--- config.mk ---
export PLATFORM = sky130hd
export DESIGN_NAME = reset_mode_control
export DESIGN_NICKNAME = d
export VERILOG_FILES = /design/src/reset_ctrl_pkg.sv /design/src/reset_mode_control.sv
export SDC_FILE = /design/constraint.sdc
export NUM_CORES = 1
export LEC_CHECK = 0
export ABC_AREA = 1
export BUFFER_PORTS_ARGS = -buffer_cell sky130_fd_sc_hd__buf_2
export CAP_MARGIN = 20
export CORE_MARGIN = 1
export CORE_UTILIZATION = 55
export DETAILED_ROUTE_END_ITERATION = 8
export HOLD_SLACK_MARGIN = 0.06
export PLACE_DENSITY_LB_ADDON = 0.25
export SLEW_MARGIN = 30
export SYNTH_ARGS = -nofsm -noshare
export SYNTH_HDL_FRONTEND = slang
export SYNTH_SLANG_ARGS = --single-unit
--- constraint.sdc ---
create_clock -name clock -period 2.84 [get_ports clock]
set_input_delay 0.426 -clock clock [delete_from_list [all_inputs] [get_ports clock]]
set_output_delay 0.426 -clock clock [all_outputs]
set_load 0.05 [all_outputs]
--- src/reset_ctrl_pkg.sv ---
// Constants shared by the reset mode and software reset controller
package reset_ctrl_pkg;
  // ----------------------------------------------------------------
  // Timing
  // ----------------------------------------------------------------
  localparam int CLOCK_MHZ = 250;
  localparam int SW_RESET_TIME_NS = 250000;
  localparam int SW_RESET_CYCLES = (SW_RESET_TIME_NS * CLOCK_MHZ + 999) / 1000;

  // ----------------------------------------------------------------
  // Register map, byte offsets
  // ----------------------------------------------------------------
  localparam logic [3:0] CMD_OFFSET = 4'h0;
  localparam logic [3:0] STATUS_OFFSET = 4'h4;
  localparam logic [3:0] CONFIG_OFFSET = 4'h8;

  // ----------------------------------------------------------------
  // Command words and field positions
  // ----------------------------------------------------------------
  localparam logic [15:0] SW_RESET_CMD = 16'hFE00;
  localparam logic [7:0] FIFO_MODE_PREFIX = 8'hC1;
  localparam logic [7:0] AFC_CTRL_PREFIX = 8'hB0;
  localparam int RESET_MODE_BIT = 0;
  localparam int AFC_ENABLE_BIT = 0;
  localparam int STAT_IN_RESET = 0;
  localparam int STAT_SENSITIVE = 1;
  localparam int STAT_AFC_EN = 2;
  localparam int STAT_AFC_LSB = 8;
  localparam int AFC_WIDTH = 5;

  // ----------------------------------------------------------------
  // Values after reset
  // ----------------------------------------------------------------
  localparam logic SENSITIVE_RESET = 1'b1;
  localparam logic AFC_ENABLE_RESET = 1'b1;
  localparam logic [7:0] FIFO_CFG_RESET = 8'h00;

  typedef enum logic {RUN, HOLD} reset_state_type;
endpackage

--- src/reset_mode_control.sv ---
// Reset mode selection, reset hold sequencing and command decode
// Function
// - Reset on power-on, glitch or software command
// - Ignore commands while power-on reset lasts
// - Sensitive and normal modes; sensitive after reset
// - Normal mode disables glitch detection
// - Config command bit 0 selects normal mode
// - FE00h resets only in sensitive mode
// - Software reset held shorter, about 0.25ms
// - Every reset restores all configuration defaults
// - Status reports measured AFC offset
`timescale 1ns/100ps
`default_nettype none
module reset_mode_control #(
  parameter int HOLD_CYCLES = reset_ctrl_pkg::SW_RESET_CYCLES
) (
  input wire logic clock,
  input wire logic reset_n,
  input wire logic clockEnable,
  input wire logic powerOnDetect,
  input wire logic glitchDetect,
  input wire logic [reset_ctrl_pkg::AFC_WIDTH-1:0] afcOffset,
  input wire logic [3:0] address,
  input wire logic read,
  input wire logic write,
  input wire logic [31:0] writedata,
  input wire logic [3:0] byteenable,
  output logic [31:0] readdata,
  output logic waitrequest,
  output logic chipReset,
  output logic sensitiveMode,
  output logic afcEnable
);
  import reset_ctrl_pkg::*;

  // ----------------------------------------------------------------
  // Elaboration check
  // ----------------------------------------------------------------
  // A one-cycle hold could not keep reset up for the two cycles that follow a command
  if (HOLD_CYCLES < 2) begin : g_bad_hold
    $error("HOLD_CYCLES must be at least two");
  end

  // ----------------------------------------------------------------
  // Reset release and pin synchronisers
  // ----------------------------------------------------------------
  logic [1:0] rstPipe_q;
  logic rstSync_n;
  logic [1:0] pinRaw;
  wire logic [1:0] pinLevel;
  assign rstSync_n = rstPipe_q[1];
  assign pinRaw = {glitchDetect, powerOnDetect};

  // Two-stage release keeps the deassertion clean of metastability
  always_ff @(posedge clock or negedge reset_n) begin
    if (!reset_n) begin
      rstPipe_q <= 2'h0;
    end else begin
      rstPipe_q <= {rstPipe_q[0], 1'b1};
    end
  end

  // Comparator outputs are asynchronous; stage one feeds stage two only
  for (genvar i = 0; i < 2; i++) begin : g_sync
    logic s1_q;
    logic s2_q;
    logic s3_q;
    logic level_q;
    // Each pin owns its own level flop, so no vector has two writers
    always_ff @(posedge clock or negedge rstSync_n) begin
      if (!rstSync_n) begin
        s1_q <= 1'b0;
        s2_q <= 1'b0;
        s3_q <= 1'b0;
        level_q <= 1'b0;
      end else if (clockEnable) begin
        s1_q <= pinRaw[i];
        s2_q <= s1_q;
        s3_q <= s2_q;
        if (s2_q == s3_q) begin
          level_q <= s3_q;
        end
      end
    end
    assign pinLevel[i] = level_q;
  end
  wire porLevel = pinLevel[0];
  wire glitchLevel = pinLevel[1];

  // ----------------------------------------------------------------
  // Bus slave and command decode
  // ----------------------------------------------------------------
  logic waitrequest_q, waitrequest_d;
  logic [31:0] readdata_q, readdata_d;
  logic sensitive_q, sensitive_d;
  logic afcEn_q, afcEn_d;
  logic [7:0] fifoCfg_q, fifoCfg_d;
  logic [AFC_WIDTH-1:0] afcOffset_q;
  logic chipReset_q, chipReset_d;
  reset_state_type state_q, state_d;
  logic [31:0] holdCnt_q, holdCnt_d;
  logic cmdWrite;
  logic swReset;
  logic [15:0] cmdWord;

  assign cmdWord = writedata[15:0];
  // Commands are dropped while the chip is held in reset
  assign cmdWrite = write && !waitrequest_q && address == CMD_OFFSET
                    && (&byteenable[1:0]) && !chipReset_q;
  assign swReset = cmdWrite && cmdWord == SW_RESET_CMD && sensitive_q;

  // One wait cycle, then a single ready cycle per request
  always_comb begin
    waitrequest_d = !((read || write) && waitrequest_q);
    readdata_d = readdata_q;
    if (read && waitrequest_q) begin
      case (address)
        STATUS_OFFSET: begin
          readdata_d = 32'h0;
          readdata_d[STAT_IN_RESET] = chipReset_q;
          readdata_d[STAT_SENSITIVE] = sensitive_q;
          readdata_d[STAT_AFC_EN] = afcEn_q;
          readdata_d[STAT_AFC_LSB +: AFC_WIDTH] = afcOffset_q;
        end
        CONFIG_OFFSET: begin
          readdata_d = {24'h0, fifoCfg_q};
        end
        default: begin
          readdata_d = 32'h0;
        end
      endcase
    end
  end

  // Configuration state; any reset forces defaults
  always_comb begin
    sensitive_d = sensitive_q;
    afcEn_d = afcEn_q;
    fifoCfg_d = fifoCfg_q;
    if (chipReset_q) begin
      sensitive_d = SENSITIVE_RESET;
      afcEn_d = AFC_ENABLE_RESET;
      fifoCfg_d = FIFO_CFG_RESET;
    end else if (cmdWrite && cmdWord[15:8] == FIFO_MODE_PREFIX) begin
      fifoCfg_d = cmdWord[7:0];
      // Only leaves sensitive mode; a reset is the way back
      if (cmdWord[RESET_MODE_BIT]) begin
        sensitive_d = 1'b0;
      end
    end else if (cmdWrite && cmdWord[15:8] == AFC_CTRL_PREFIX) begin
      afcEn_d = cmdWord[AFC_ENABLE_BIT];
    end
  end

  // ----------------------------------------------------------------
  // Reset sequencer
  // ----------------------------------------------------------------
  logic glitchCause;
  assign glitchCause = glitchLevel && sensitive_q;

  // Power-on holds for as long as the comparator says; the hold count
  // then runs from its release, so a ramp is never cut short
  always_comb begin
    state_d = state_q;
    holdCnt_d = holdCnt_q;
    if (porLevel || glitchCause || swReset) begin
      state_d = HOLD;
      holdCnt_d = 32'(HOLD_CYCLES - 1);
    end else if (state_q == HOLD) begin
      if (holdCnt_q == 32'h0) begin
        state_d = RUN;
      end else begin
        holdCnt_d = holdCnt_q - 32'h1;
      end
    end
    chipReset_d = (state_d == HOLD);
  end

  // Registers of bus, configuration and sequencer
  always_ff @(posedge clock or negedge rstSync_n) begin
    if (!rstSync_n) begin
      waitrequest_q <= 1'b1;
      readdata_q <= 32'h0;
      sensitive_q <= SENSITIVE_RESET;
      afcEn_q <= AFC_ENABLE_RESET;
      fifoCfg_q <= FIFO_CFG_RESET;
      afcOffset_q <= '0;
      state_q <= HOLD;
      holdCnt_q <= 32'(HOLD_CYCLES - 1);
      chipReset_q <= 1'b1;
    end else if (clockEnable) begin
      waitrequest_q <= waitrequest_d;
      readdata_q <= readdata_d;
      sensitive_q <= sensitive_d;
      afcEn_q <= afcEn_d;
      fifoCfg_q <= fifoCfg_d;
      afcOffset_q <= afcOffset;
      state_q <= state_d;
      holdCnt_q <= holdCnt_d;
      chipReset_q <= chipReset_d;
    end
  end

  assign readdata = readdata_q;
  assign waitrequest = waitrequest_q;
  assign chipReset = chipReset_q;
  assign sensitiveMode = sensitive_q;
  assign afcEnable = afcEn_q;
endmodule // reset_mode_control
`default_nettype wire

==> metrics.yaml, run 1 <==
synthesis:
  ys_seq_area_share_pct: 43.1
  avgSynthCellArea_um2: 7.31
  syn_inst: 577
  synth-edff-count: 0
  synth_cell_types: 36
  synth-async-reset-ratio_pct: 100
  yosys_warnings: 0
  netlist_area_mm2: 0.00422
  synth_ff_type: "dfrtp_1"
  synth_most_common_cell: "nand2_1"
  synthTopCellsByCount: "nand2_1 (207), nor2_1 (78), dfrtp_1 (60), nand3_1 (50), inv_1 (37)"
  synth_top_area_cell: "dfrtp_1"
  ys_ff_latch: 72
  yosysTopAreaCellShare_pct: 35.6
  ys_top_cells_by_area: "dfrtp_1 (36%), nand2_1 (18%), dfstp_2 (7.5%)"
clock_network:
  cts_sinks: 72
  root_buffer: "clkbuf_8"
  h-tree-depth: 3
  cts_tree: "yes"
  cts_resized: 0
  clk_pin_slew_ns: 0.08
  clockBufferDepth: 2
  cts_buffers: 9
  insertion_delay_ns: 0.35
power:
  p_total_mw: 3.94
  p_sw_share_pct: 45.0
  p_clk_share_pct: 18.4
  powerDensity_mw_per_mm2: 849
  intPower_mw: 2.17
  vdd_ir_drop_max_mv: 0.352
  pwr-share-seq_pct: 38.0
  p_leak_nw: 2.54
  pwr-share-comb_pct: 43.6
  switchingPower_mw: 1.77
route:
  wl_per_cell_um: 12.3
  ant_nets: 0
  drt_pre_antenna_iters: 4
  via_per_inst: 5.02
  drcViolationCount: 0
  drt-total-wl_um: 9000
  drtIter0Drc: 275
  vias: 3671
die:
  start_util_pct: 57.5
  die_w_um: 89.6
  rows: 31
  pin_count: 88
  die_area_mm2: 0.00802
  die_y_um: 89.6
  core_area_mm2: 0.00733
setup_path:
  critPathCaptureType: "flip-flop"
  critPathLaunchType: "flip-flop"
  worstRegToRegCells: 11
  path_max_fanout: 20
  cp.arrival_ns: 2.33
  cpMostUsedCell: "nand2_1"
  slowest_stage: "dfstp_2"
  crit_chain: "inv_1 -> ha_1 -> nand3_2 -> nor2_4 -> inv_2 -> nor2_2 -> nand3b_2 -> nand2_4 -> nand2_2 -> nand2_1 -> nand2_1"
  crit_required_ns: 3.07
  criticalPathCategory: "flip-flop to flip-flop"
  cpPeakStageDelay_ns: 0.37
cells_and_area:
  nets: 681
  drive_gt1_share_pct: 18.0
  syn_to_final_growth_pct: 10.1
  num_antenna_cells: 0
  final_util_pct: 63.3
  final_cell_area_mm2: 0.00464
run_status:
  status: "completed"
place:
  place.gp.congestion: 0.897
  post-dp-hpwl_um: 6490
  post_dp_cell_area_mm2: 0.00446
  io_buffers: 50
global_route:
  grt_max_degree: 71
  antenna_found_initial: 0
  grt_pass1_wl_um: 15000
  grt-ovfl-total: 0
  track_usage_pct: 24.6
  grt_pass1_vias: 3328
sta:
  rsz0062_at_grt: "false"
  final-setup-viol-count: 0
  fin_crit_sh_pct: 74.0
  post-route-min-period_ns: 2.10
  fin_tns_setup_ns: 0
  final_max_slew_viol_count: 0
  fmax_ghz: 0.476
  hold_viol_final: 0
  clock_skew_ns: 0.0127
  tightestPinTransition_ns: 0.572
  fin_hold_ws_ns: 0.273
  relSlewSlack_pct: 61.8
flow_run:
  drv_cap: 0
hold_path:
  holdPathStages: 3
  min_path_type: "primary input to flip-flop"
[through the flow]
| stage | setup slack (ns) | instances |
|---|---|---|
| 3_5_place_dp | 0.595 | 715 |
| 3_3_place_gp | 0.639 | 715 |
| 6_report | 0.738 | 732 |
| 2_1_floorplan | 0.707 | 595 |
| 5_1_grt | 0.577 | 732 |
| 4_1_cts | 0.728 | 732 |
[final timing paths]
path                                               to                      from  slack (ns)
setup / recovery            holdCnt_q[18]$_DFFE_PN0P_  holdCnt_q[0]$_DFFE_PN1P_        0.74
hold / removal             afcOffset_q[4]$_DFFE_PN0P_              afcOffset[4]        0.27
setup reg to reg            holdCnt_q[18]$_DFFE_PN0P_  holdCnt_q[0]$_DFFE_PN1P_        0.74
hold reg to reg             holdCnt_q[17]$_DFFE_PN0P_    rstPipe_q[1]$_DFF_PN0_        0.28
max in group asynchronous    holdCnt_q[1]$_DFFE_PN1P_    rstPipe_q[1]$_DFF_PN0_        2.21
min in group asynchronous   holdCnt_q[17]$_DFFE_PN0P_    rstPipe_q[1]$_DFF_PN0_        0.28
[cell families after synthesis]
group	after synthesis	share of synthesized area, %
AOI/OAI and AO/OA	30	4.07
xor gates and xnor gates	21	4.36
and+or+nand+nor	376	38.4
DFF	72	43.1
other	2	0.178
adders and majority gates	1	0.297
buffers and inverters	75	9.58
[power by group through the flow]
stage          Clock [mW]  Combinational (mW)  Sequential (mW)
2_1_floorplan           0                1.37             1.54
3_3_place_gp            0                1.67             1.51
3_5_place_dp            0                1.71             1.51
4_1_cts             0.737                1.72             1.49
5_1_grt             0.779                1.95             1.53
6_report            0.723                1.72             1.50
[registers in the layout (all words and copies together), names as in the netlist]
signal / count
g_sync.level_q: 2
afcEnable: 1
g_sync.s1_q: 2
g_sync.s2_q: 2
afcOffset_q: 5
holdCnt_q: 32
sensitiveMode: 1
fifoCfg_q: 8
rstPipe_q: 2
readdata: 13
state_q: 1
g_sync.s3_q: 2
waitrequest: 1
[routing by layer]
layer  part of all wire [%]  wire [um]  global-route usage [%]
met5                      0          0                       0
met4                   0.90         81                    7.36
met3                    5.1        456                    6.19
met2                     49       4390                    41.2
met1                     45       4070                    31.3
[timing repair]
item,in CTS,in global routing
buffers inserted,0,0
hold buffers,1,0
endpoints found under the hold margin,2,0
setup endpoints to repair,0,0
[cells in the final DEF (no fill, tap or decap), types with 9 or more instances in the layout]
master      n
nand3_1    50
nand4_1     9
conb_1     20
clkbuf_8    9
xor2_1     13
or2_2      10
nand2_1   207
o21ai_0    20
inv_1      37
buf_2      50
dfstp_2    12
dfrtp_1    59
nor2_1     78
[area by class of cell]
| type | instances | area [um^2] |
|---|---|---|
| Sequential cell | 72 | 1820 |
| Clock inverter | 6 | 45.0 |
| Clock buffer | 10 | 128 |
| Fill cell | 655 | 2690 |
| Inverter | 41 | 154 |
| Tap cell | 99 | 124 |
| Timing Repair Buffer | 56 | 310 |
| Multi-Input combinational cell | 448 | 2060 |
[critical path, delay by kind of cell, from the launching register on]
family,cells,cell delay [ns]
fa+ha+maj,1,0.23
flops,1,0.37
simple gates,8,1.25
buf+inv,2,0.12
Power figures use the tool's default switching activity.
==> inputs of run 2 (changes only) <==
clock period = 2.09 ns   (was 2.84 ns; I/O delays follow)
==> metrics.yaml, run 2 (synthesis results as in run 1) <==
run_status:
  status: "completed"
global_route:
  grt_pass1_vias: 3640
  grt_max_degree: 71
  track_usage_pct: 26.0
  grt_pass1_wl_um: 15800
  antenna_found_initial: 0
  grt-ovfl-total: 0
place:
  post-dp-hpwl_um: 6730
  io_buffers: 50
  place.gp.congestion: 0.881
  dpl_worst_slack_ns: 0.0991
setup_path:
  crit_required_ns: 2.38
  critPathCaptureType: "flip-flop"
  criticalPathCategory: "flip-flop to flip-flop"
  rrSetupSlack_ns: 0.18
  crit_chain: "inv_1 -> ha_1 -> nand3_2 -> nor2_4 -> inv_2 -> nor2_2 -> nand3b_2 -> nand2_4 -> buf_4 -> nand3_1 -> nand2_1"
  path_delay_family: "simple AND/OR/NAND/NOR gates"
  slowest_stage: "dfstp_2"
  crit_buf_inv: 3
  path_max_fanout: 15
  cp.arrival_ns: 2.21
  critPathLaunchType: "flip-flop"
  cpPeakStageDelay_ns: 0.38
route:
  via_per_inst: 5.09
  drt_pre_antenna_iters: 5
  ant_nets: 0
  drt-total-wl_um: 9440
  drcViolationCount: 0
  vias: 3738
  wl_per_cell_um: 12.8
  drtIter0Drc: 180
clock_network:
  cts_sinks: 72
  h-tree-depth: 3
  insertion_delay_ns: 0.36
  clockBufferDepth: 2
  post_cts_buffers: 0
  clk_pin_slew_ns: 0.08
  cts_buffers: 9
  cts_tree: "yes"
  root_buffer: "clkbuf_8"
hold_path:
  min_path_type: "primary input to flip-flop"
die:
  start_util_pct: 57.5
  die_y_um: 89.6
  core_area_mm2: 0.00733
  rows: 31
  pin_count: 88
  die_area_mm2: 0.00802
  die_w_um: 89.6
cells_and_area:
  final_cell_mix: "nand2_1 (207), nor2_1 (78), dfrtp_1 (59), nand3_1 (50), buf_2 (50)"
  syn_to_final_growth_pct: 11.5
  largest_register: "holdCnt_q"
  largest_register_ffs: 32
  final_common_cell: "nand2_1"
  drive_gt1_share_pct: 18.4
  num_antenna_cells: 0
  nets: 684
power:
  vdd_ir_drop_max_mv: 0.582
  powerDensity_mw_per_mm2: 1190
  p_leak_nw: 2.57
sta:
  fin_crit_sh_pct: 91.6
  tightestPinTransition_ns: 0.548
  hold_viol_final: 0
  fin_tns_setup_ns: 0
  relSlewSlack_pct: 63.5
  clock_skew_ns: 0.0102
  rsz0062_at_grt: "false"
  setup_slack_ns: 0.175
  final_max_slew_viol_count: 0
  final-setup-viol-count: 0
  post-route-min-period_ns: 1.91
  fmax_ghz: 0.522
flow_run:
  drv_cap: 0
[run 2: changes by cell type in the layout (fill, tap and decap cells not counted)]
cell / before / now
bufinv_16: 0 / 1
nand2_2: 2 / 1
clkinvlp_4: 3 / 2
buf_4: 4 / 7
nor2_2: 6 / 4
nand2_4: 3 / 4
nor2_4: 3 / 5
[run 2: metal layers]
metal / track usage [%] / share of wire (%) / vias to the layer above
met5: 0 / 0 / -
met4: 9.09 / 1.8 / 0
met3: 5.17 / 4.7 / 15
met2: 45.6 / 49 / 113
met1: 31.7 / 44 / 1735
li1: - / - / 1875
[run 2: worst reg2reg max path: cells and delay by family (launching register included)]
kind | cells | cell delay, ns
DFF | 1 | 0.38
buffers and inverters | 3 | 0.37
adders and majority gates | 1 | 0.22
and+or+nand+nor | 7 | 0.88
[run 2: power by group]
part / switching [mW] / internal (mW) / total (mW)
clock network: 0.566 / 0.556 / 1.12
registers: 0.319 / 1.73 / 2.05
logic: 1.60 / 0.799 / 2.40
total: 2.49 / 3.09 / 5.57
[run 2: final timing paths]
kind | startpoint | endpoint | cells past startpoint
worst max-delay path | holdCnt_q[0]$_DFFE_PN1P_ | holdCnt_q[20]$_DFFE_PN0P_ | 11
worst min-delay path | afcOffset[3] | afcOffset_q[3]$_DFFE_PN0P_ | 3
worst max register to register | holdCnt_q[0]$_DFFE_PN1P_ | holdCnt_q[20]$_DFFE_PN0P_ | 11
worst min register to register | rstPipe_q[1]$_DFF_PN0_ | holdCnt_q[21]$_DFFE_PN0P_ | 1
max in group asynchronous | rstPipe_q[1]$_DFF_PN0_ | sensitiveMode$_DFFE_PN1P_ | 1
min in group asynchronous | reset_n | rstPipe_q[1]$_DFF_PN0_ | 2
[run 2: layout make-up]
class | count | area [um^2]
clock buffer | 10 | 128
fill | 654 | 2630
sequential | 72 | 1820
clock inverter | 6 | 67.6
inverter | 41 | 154
timing repair buffer | 59 | 333
tap | 99 | 124
multi-input combinational | 448 | 2080
[run 2: what timing repair did]
action / in CTS / in global routing
hold buffers: 1 / 0
hold endpoints to repair: 2 / 0
setup endpoints to repair: 0 / 32
gates resized for setup: 0 / 3
[run 2: metrics by stage]
| step | instances | util [%] | instance area (um^2) | hold WS (ns) | total power [mW] |
|---|---|---|---|---|---|
| after floorplan | 595 | - | 4290 | 0.0179 | 3.96 |
| after global placement | 718 | 61.1 | 4480 | 0.0987 | 4.35 |
| after detailed placement | 718 | 61.1 | 4480 | 0.100 | 4.41 |
| after CTS | 735 | 63.9 | 4690 | 0.140 | 5.55 |
| after global routing | 735 | 64.1 | 4700 | 0.166 | 6.00 |
| final | 735 | 64.1 | 4700 | 0.152 | 5.57 |
